File: src/pkg/and_imm_branch_pkg.sv
// Constants, field layouts and carrier types for the and-immediate and branch executor
package and_imm_branch_pkg;

  localparam int XLEN = 32;
  localparam int REG_IDX_W = 5;
  localparam int OPCODE_W = 6;
  localparam int SUBOP_W = 4;
  localparam int IMM_FIELD_16_W = 16;
  localparam int OFF_W = 12;

  // Field positions inside the instruction word
  localparam int OPCODE_LSB = 26;
  localparam int FIELD_A_LSB = 21;
  localparam int FIELD_B_LSB = 16;
  localparam int SUBOP_LSB = 12;
  localparam int IMM_FIELD_16_LSB = 0;
  localparam int OFF_LSB = 0;

  // Encodings
  localparam logic [OPCODE_W-1:0] OPC_AND_IMM = 6'h09;
  localparam logic [OPCODE_W-1:0] OPC_BRANCH = 6'h01;
  localparam logic [SUBOP_W-1:0] SUB_BR_EQ = 4'hc;
  localparam logic [SUBOP_W-1:0] SUB_BR_GE = 4'h9;

  // Immediate upper half, instruction size, word-to-byte shift
  localparam logic [15:0] IMM_UPPER_ZERO = 16'h0000;
  localparam logic [XLEN-1:0] INSN_BYTES = 32'h0000_0004;
  localparam int WORD_SHIFT = 2;

  // Reset values
  localparam logic [XLEN-1:0] RESET_PC = 32'h0000_0000;
  localparam logic [XLEN-1:0] RESET_DATA = 32'h0000_0000;
  localparam logic [REG_IDX_W-1:0] RESET_IDX = 5'h00;

  typedef enum {
    OP_AND_IMM,
    OP_BR_EQ,
    OP_BR_GE,
    OP_ILLEGAL
  } op_kind_type;

  // Request from issue stage: instruction, its address and read operands
  typedef struct packed {
    logic valid;
    logic [XLEN-1:0] insn;
    logic [XLEN-1:0] pc;
    logic [XLEN-1:0] opnd_a;
    logic [XLEN-1:0] opnd_b;
  } issue_type;

  // Retired answer one cycle later
  typedef struct packed {
    logic done;
    logic illegal;
    logic wr_en;
    logic [REG_IDX_W-1:0] wr_idx;
    logic [XLEN-1:0] wr_data;
    logic taken;
    logic [XLEN-1:0] next_pc;
  } retire_type;

endpackage : and_imm_branch_pkg

File: src/logic/and_imm_branch_exec.sv
// Decode and single-cycle execute of and-immediate, branch-equal, branch-greater-equal
`timescale 1ns/1ns
module and_imm_branch_exec
  import and_imm_branch_pkg::*;
(
  // Clock and reset
  input wire logic clk,
  input wire logic rst,
  // Issue side
  input wire issue_type issue,
  // Field indices, registered from the last valid issue
  output logic [REG_IDX_W-1:0] idx_a_ff,
  output logic [REG_IDX_W-1:0] idx_b_ff,
  // Retire side
  output retire_type retire_ff
);

  function automatic logic [XLEN-1:0] plus_four(input logic [XLEN-1:0] addr);
    plus_four = addr + INSN_BYTES;
  endfunction : plus_four

  function automatic logic [XLEN-1:0] branch_target(
    input logic [XLEN-1:0] addr,
    input logic [OFF_W-1:0] off
  );
    logic [XLEN-1:0] disp;
    disp = {{(XLEN-OFF_W){off[OFF_W-1]}}, off} << WORD_SHIFT;
    branch_target = plus_four(addr) + disp;
  endfunction : branch_target

  logic [OPCODE_W-1:0] opcode;
  logic [SUBOP_W-1:0] subop;
  logic [REG_IDX_W-1:0] field_a;
  logic [REG_IDX_W-1:0] field_b;
  logic [IMM_FIELD_16_W-1:0] imm_field_16;
  logic [OFF_W-1:0] branch_offset_field;
  logic [XLEN-1:0] operand_a_reg;
  logic [XLEN-1:0] operand_b_reg;
  logic [XLEN-1:0] imm_zext;
  op_kind_type op_kind;
  logic cond_true;
  retire_type nxt_retire;

  assign opcode = issue.insn[OPCODE_LSB +: OPCODE_W];
  assign subop = issue.insn[SUBOP_LSB +: SUBOP_W];
  assign branch_offset_field = issue.insn[OFF_LSB +: OFF_W];
  assign field_a = issue.insn[FIELD_A_LSB +: REG_IDX_W];
  assign field_b = issue.insn[FIELD_B_LSB +: REG_IDX_W];
  assign imm_field_16 = issue.insn[IMM_FIELD_16_LSB +: IMM_FIELD_16_W];
  assign operand_a_reg = issue.opnd_a;
  assign operand_b_reg = issue.opnd_b;
  assign imm_zext = {IMM_UPPER_ZERO, imm_field_16};

  always_comb
  begin
    op_kind = OP_ILLEGAL;
    if (opcode == OPC_AND_IMM)
    begin
      op_kind = OP_AND_IMM;
    end
    else if (opcode == OPC_BRANCH && subop == SUB_BR_EQ)
    begin
      op_kind = OP_BR_EQ;
    end
    else if (opcode == OPC_BRANCH && subop == SUB_BR_GE)
    begin
      op_kind = OP_BR_GE;
    end
  end

  always_comb
  begin
    cond_true = 1'b0;
    unique case (op_kind)
      OP_BR_EQ: cond_true = (operand_a_reg == operand_b_reg);
      OP_BR_GE: cond_true = ($signed(operand_a_reg) >= $signed(operand_b_reg));
      OP_AND_IMM: cond_true = 1'b0;
      OP_ILLEGAL: cond_true = 1'b0;
    endcase
  end

  always_comb
  begin
    nxt_retire = '0;
    nxt_retire.done = issue.valid;
    nxt_retire.wr_idx = field_b;
    nxt_retire.next_pc = plus_four(issue.pc);
    if (issue.valid)
    begin
      unique case (op_kind)
        OP_AND_IMM:
        begin
          nxt_retire.wr_en = 1'b1;
          nxt_retire.wr_data = operand_a_reg & imm_zext;
        end
        OP_BR_EQ, OP_BR_GE:
        begin
          nxt_retire.taken = cond_true;
          if (cond_true)
          begin
            nxt_retire.next_pc = branch_target(issue.pc, branch_offset_field);
          end
        end
        OP_ILLEGAL: nxt_retire.illegal = 1'b1;
      endcase
    end
  end

  // Result register, one cycle after issue
  always_ff @(posedge clk)
  begin
    if (rst)
    begin
      retire_ff <= '{done: 1'b0, illegal: 1'b0, wr_en: 1'b0, wr_idx: RESET_IDX,
                     wr_data: RESET_DATA, taken: 1'b0, next_pc: RESET_PC};
    end
    else
    begin
      retire_ff <= nxt_retire;
    end
  end

  // Indices latch with the retire word on a valid issue only, and hold otherwise, for writeback bookkeeping
  always_ff @(posedge clk)
  begin
    if (rst)
    begin
      idx_a_ff <= RESET_IDX;
      idx_b_ff <= RESET_IDX;
    end
    else if (issue.valid)
    begin
      idx_a_ff <= field_a;
      idx_b_ff <= field_b;
    end
  end

  // Checks on the retire word against the issued request
  property p_and_result;
    @(posedge clk) disable iff (rst)
    (issue.valid && opcode == OPC_AND_IMM) |=>
      (retire_ff.wr_en && retire_ff.wr_data[31:16] == 16'h0000
       && retire_ff.wr_data[15:0] == ($past(issue.opnd_a[15:0]) & $past(issue.insn[15:0])));
  endproperty
  a_and_result: assert property (p_and_result) else $error("and-immediate result wrong");

  property p_no_sign_ext;
    @(posedge clk) disable iff (rst)
    (issue.valid && opcode == OPC_AND_IMM && issue.insn[15] && issue.opnd_a == 32'hffff_ffff)
      |=> retire_ff.wr_data == {16'h0000, $past(issue.insn[15:0])};
  endproperty
  a_no_sign_ext: assert property (p_no_sign_ext) else $error("immediate was sign-extended");

  property p_dest_b;
    @(posedge clk) disable iff (rst)
    issue.valid |=> (retire_ff.wr_idx == $past(issue.insn[20:16])
                     && idx_a_ff == $past(issue.insn[25:21]));
  endproperty
  a_dest_b: assert property (p_dest_b) else $error("register field decode wrong");

  property p_beq;
    @(posedge clk) disable iff (rst)
    (issue.valid && op_kind == OP_BR_EQ) |=>
      retire_ff.taken == ($past(issue.opnd_a) == $past(issue.opnd_b));
  endproperty
  a_beq: assert property (p_beq) else $error("branch-equal decision wrong");

  property p_bge;
    @(posedge clk) disable iff (rst)
    (issue.valid && op_kind == OP_BR_GE && issue.opnd_a[31] && !issue.opnd_b[31])
      |=> !retire_ff.taken;
  endproperty
  a_bge: assert property (p_bge) else $error("negative operand taken as greater");

  property p_target;
    @(posedge clk) disable iff (rst)
    (issue.valid && opcode == OPC_BRANCH && cond_true) |=>
      retire_ff.next_pc == $past(issue.pc) + 32'h4
        + {{18{$past(issue.insn[11])}}, $past(issue.insn[11:0]), 2'b00};
  endproperty
  a_target: assert property (p_target) else $error("branch target wrong");

  property p_reach;
    @(posedge clk) disable iff (rst)
    retire_ff.taken |->
      ($signed(retire_ff.next_pc - $past(issue.pc) - 32'h4) >= -32'sd8192
       && $signed(retire_ff.next_pc - $past(issue.pc) - 32'h4) <= 32'sd8188
       && retire_ff.next_pc[1:0] == $past(issue.pc[1:0]));
  endproperty
  a_reach: assert property (p_reach) else $error("branch reach exceeded");

  property p_seq;
    @(posedge clk) disable iff (rst)
    (issue.valid && !(opcode == OPC_BRANCH && cond_true)) |=>
      (!retire_ff.taken && retire_ff.next_pc == $past(issue.pc) + 32'h4);
  endproperty
  a_seq: assert property (p_seq) else $error("sequential address wrong");

  property p_decode;
    @(posedge clk) disable iff (rst)
    (issue.valid && issue.insn[31:26] == 6'h01 && issue.insn[15:12] != 4'hc
     && issue.insn[15:12] != 4'h9) |=> (retire_ff.illegal && !retire_ff.taken);
  endproperty
  a_decode: assert property (p_decode) else $error("unknown sub-opcode accepted");

  c_and: cover property (@(posedge clk) disable iff (rst)
    issue.valid && op_kind == OP_AND_IMM);
  c_beq_taken: cover property (@(posedge clk) disable iff (rst)
    issue.valid && op_kind == OP_BR_EQ && cond_true);
  c_bge_back: cover property (@(posedge clk) disable iff (rst)
    issue.valid && op_kind == OP_BR_GE && cond_true && branch_offset_field[11]);
  c_bge_not: cover property (@(posedge clk) disable iff (rst)
    issue.valid && op_kind == OP_BR_GE && !cond_true);

endmodule : and_imm_branch_exec

File: config.mk
export PLATFORM = sky130hd
export DESIGN_NAME = and_imm_branch_exec
export DESIGN_NICKNAME = d
export VERILOG_FILES = /design/src/pkg/and_imm_branch_pkg.sv /design/src/logic/and_imm_branch_exec.sv
export SDC_FILE = /design/constraint.sdc
export NUM_CORES = 1
export LEC_CHECK = 0
export ABC_AREA = 1
export ABC_CLOCK_PERIOD_IN_PS = 3560
export BUFFER_PORTS_ARGS = -buffer_cell sky130_fd_sc_hd__buf_2
export CAP_MARGIN = 20
export CORE_ASPECT_RATIO = 0.5
export CORE_MARGIN = 2
export CORE_UTILIZATION = 52
export CTS_BUF_LIST = sky130_fd_sc_hd__clkbuf_8
export CTS_CLUSTER_SIZE = 12
export DETAILED_ROUTE_END_ITERATION = 6
export PLACE_DENSITY = 0.84
export SLEW_MARGIN = 10
export SYNTH_ARGS = -nofsm -noshare
export SYNTH_HDL_FRONTEND = slang
export SYNTH_SLANG_ARGS = --single-unit
File: constraint.sdc
create_clock -name clk -period 3.56 [get_ports clk]
set_clock_uncertainty 0.2 [all_clocks]
set_input_delay 0.178 -clock clk [delete_from_list [all_inputs] [get_ports clk]]
set_output_delay 0.178 -clock clk [all_outputs]
set_load 0.01 [all_outputs]
==> impl_metrics.env <==
export IMPL_slew_headroom_pct=48.9
export IMPL_worstPathMaxFanout=5
export IMPL_clock_path_buffers=2
export IMPL_clkSlewWorstSetupHoldPaths_ns=0.08
export IMPL_globalplace_congestion=0.988
export IMPL_die_area_um2=11800
export IMPL_fp_dieH_um=77.9
export IMPL_async_flop_share_pct=0
export IMPL_synth_top_cell_area_share_pct=23.6
export IMPL_fp_dieW_um=152
export IMPL_rows=26
export IMPL_max_vdd_ir_drop_uv=153
export IMPL_vias_per_cell=5.20
export IMPL_wire_per_inst_um=15.2
export IMPL_crit_type="input pin to flop"
export IMPL_cts_root_buf="clkbuf_8"
export IMPL_synth_seq_cells=67
export IMPL_post_route_drc_count=0
export IMPL_tns_ns=0
export IMPL_grt_pass1_vias=6112
export IMPL_setup_viol=0
export IMPL_grt_pass1_wl_um=28900
export IMPL_intPower_mw=1.43
export IMPL_hold_viol=0
export IMPL_place_ws_ns=-0.000328
export IMPL_status="completed"
export IMPL_p_leak_nw=4.17
export IMPL_yosys_warnings=0
export IMPL_grt_util_all_layers_pct=30.8
export IMPL_num_io_pins=214
export IMPL_io_buffers=197
export IMPL_vias=6443
export IMPL_fin_util_pct=74.8
export IMPL_area_growth_syn_to_layout_pct=37.2
export IMPL_r2r_end="idx_b_ff[3]"
export IMPL_start_util_pct=54.5
export IMPL_cp_startpoint="issue[77]"
export IMPL_fmax_mhz=287
export IMPL_setup_slack_ns=0.0774
export IMPL_cp_required_ns=3.61
export IMPL_clkPwrFrac_pct=29.2
export IMPL_dr_pass1_iters=5
export IMPL_synth_distinct_cells=47
export IMPL_place_detailed_hpwl_um=13600
export IMPL_drv_slew=0
export IMPL_overflow=0
export IMPL_rrSetupSlack_ns=2.61
export IMPL_cts_made_buffers=9
export IMPL_route_antenna_remaining_nets=0
export IMPL_synth_flop_cell="dfxtp_1"
export IMPL_syn_avg_cell_area_um2=6.86
export IMPL_ys_top_cells_by_count="nand2_1, inv_1, nor2_1"
export IMPL_clk_latency_ns=0.36
export IMPL_syn_area_um2=5670
export IMPL_pwr_share_comb_pct=35.2
export IMPL_tightest_slew_ns=0.766
export IMPL_fin_crit_ns=3.48
export IMPL_stdcell_count=1238
export IMPL_post_route_period_util_pct=97.8
export IMPL_synth_area_top_cells="dfxtp_1, ha_1, nand2_1, inv_1, nor2_1"
export IMPL_rr_worst_depth=2
export IMPL_switching_share_pct=35.6
export IMPL_synth_edf_count=0
export IMPL_startpoint_type="input pin"
export IMPL_synth_seq_area_share_pct=23.6
export IMPL_cp_arrival_ns=3.54
export IMPL_critPathCapture="retire_ff[29]"
export IMPL_rr_startpoint="idx_b_ff[3]"
export IMPL_fill_cells=808
export IMPL_wirelength_um=18800
export IMPL_switchingPower_uw=791
export IMPL_fin_hold_ws_ns=0.0411
export IMPL_htreeDepth=3
export IMPL_seq_power_share_pct=35.6
export IMPL_core_um2=10400
export IMPL_cts_tree="built"
export IMPL_whs_path_depth=3
export IMPL_drtIter0Drc=640
export IMPL_dp_cells=1153
export IMPL_cts_sinks=67
export IMPL_nNetsFinal=1297
export IMPL_synthCells=827
export IMPL_grt_max_degree=37
export IMPL_synth_most_common_cell="nand2_1"
export IMPL_drv_cap=0
export IMPL_powerDensity_nw_per_um2=286
export IMPL_min_path_type="input pin to flop"
export IMPL_antenna_found_initial=1
export IMPL_drive_gt1_share_pct=26.4
export IMPL_synth_top_area_cell="dfxtp_1"
export IMPL_end_kind="flop"
[area by class of cell]
class	instances	area, um^2	area share [%]
antenna	1	2.50	0.0322
clock inverter	7	68.8	0.884
inverter	125	472	6.06
clock buffer	9	124	1.59
sequential	67	1340	17.2
multi-input combinational	621	3920	50.4
timing repair buffer	268	1680	21.6
tap	140	175	2.25
[repair_timing]
action | in CTS | in global routing
hold buffers | 61 | 0
hold endpoints to repair | 44 | 0
setup buffers | 0 | 6
resized for setup | 0 | 38
setup endpoints to repair | 0 | 10
[critical path, stage by stage]
cell and delay [ns]:
dlygate4sd3_1 0.51, buf_2 0.14, nand2_2 0.10, nor3_4 0.26, nand3_4 0.13, or4_4 0.54
xor2_2 0.18, inv_1 0.10, ha_4 0.32, nand2_1 0.08, nor2_1 0.12, inv_1 0.08
nor2_1 0.15, nand3_1 0.09, nand3_1 0.14, nand2_1 0.07, nand3_1 0.09, nor2_1 0.05
o21ai_1 0.12, inv_1 0.05
[cells by family (layout without fill, tap and decap cells)]
group	count (synthesis)	count (layout)	share of synthesized area (%)
and+or+nand+nor	323	323	24.6
AOI/OAI and AO/OA	162	162	16.3
buffers and inverters	154	409	11.8
adders and majority gates	74	74	16.4
DFF	67	67	23.6
xor gates and xnor gates	46	46	7.10
other	1	17	0.0661
[through the flow]
step | instance area (um^2) | total power [mW]
after global routing | 7780 | 2.34
after global placement | 6720 | 1.46
final | 7780 | 2.22
after detailed placement | 6720 | 1.47
after CTS | 7520 | 2.17
after floorplan | 5730 | 1.25
[state kept, by name, indices dropped and copies added (netlist names)]
| signal | flops |
|---|---|
| retire_ff | 57 |
| idx_a_ff | 5 |
| idx_b_ff | 5 |
[cell usage in the layout (no fill, tap or decap), types with 3 or more instances in the layout]
cell type and n:
buf_2 197, nand2_1 153, inv_1 114, nor2_1 95
ha_1 67, dfxtp_1 67, a21oi_1 63, dlygate4sd3_1 61
o21ai_0 31, xor2_1 29, o21ai_1 28, nand3_1 22
conb_1 16, nor3_1 13, a21oi_2 13, xnor2_1 12
nand4_1 10, inv_2 10, clkbuf_8 9, buf_4 9
nor2_2 5, nor3_4 5, xor2_2 5, a21o_1 5
ha_4 5, o21bai_1 4, nand2_2 4, o21ai_2 3
a31oi_1 3
[routing by layer]
layer / GRT usage (%) / vias up / routed length [um]
met3: 5.29 / 55 / 1540
li1: - / 3181 / -
met1: 38.4 / 2859 / 7850
met4: 10.8 / 0 / 614
met5: 0 / - / 0
met2: 53.6 / 348 / 8830
[worst min-delay path by stage]
stage	endpoint	startpoint
finish	retire_ff[12]	issue[76]
global route	retire_ff[12]	issue[76]
CTS	retire_ff[12]	issue[76]
detailed placement	retire_ff[0]	issue[64]
global placement	retire_ff[0]	issue[64]
floorplan	retire_ff[26]	rst
[power groups by stage]
stage	registers, mW	logic [mW]	clock network [mW]
after global routing	0.795	0.863	0.686
after detailed placement	0.808	0.663	0
after floorplan	0.825	0.425	0
after CTS	0.791	0.720	0.659
after global placement	0.807	0.650	0
final	0.792	0.783	0.649
No activity file was read; power rests on OpenSTA's default activity.
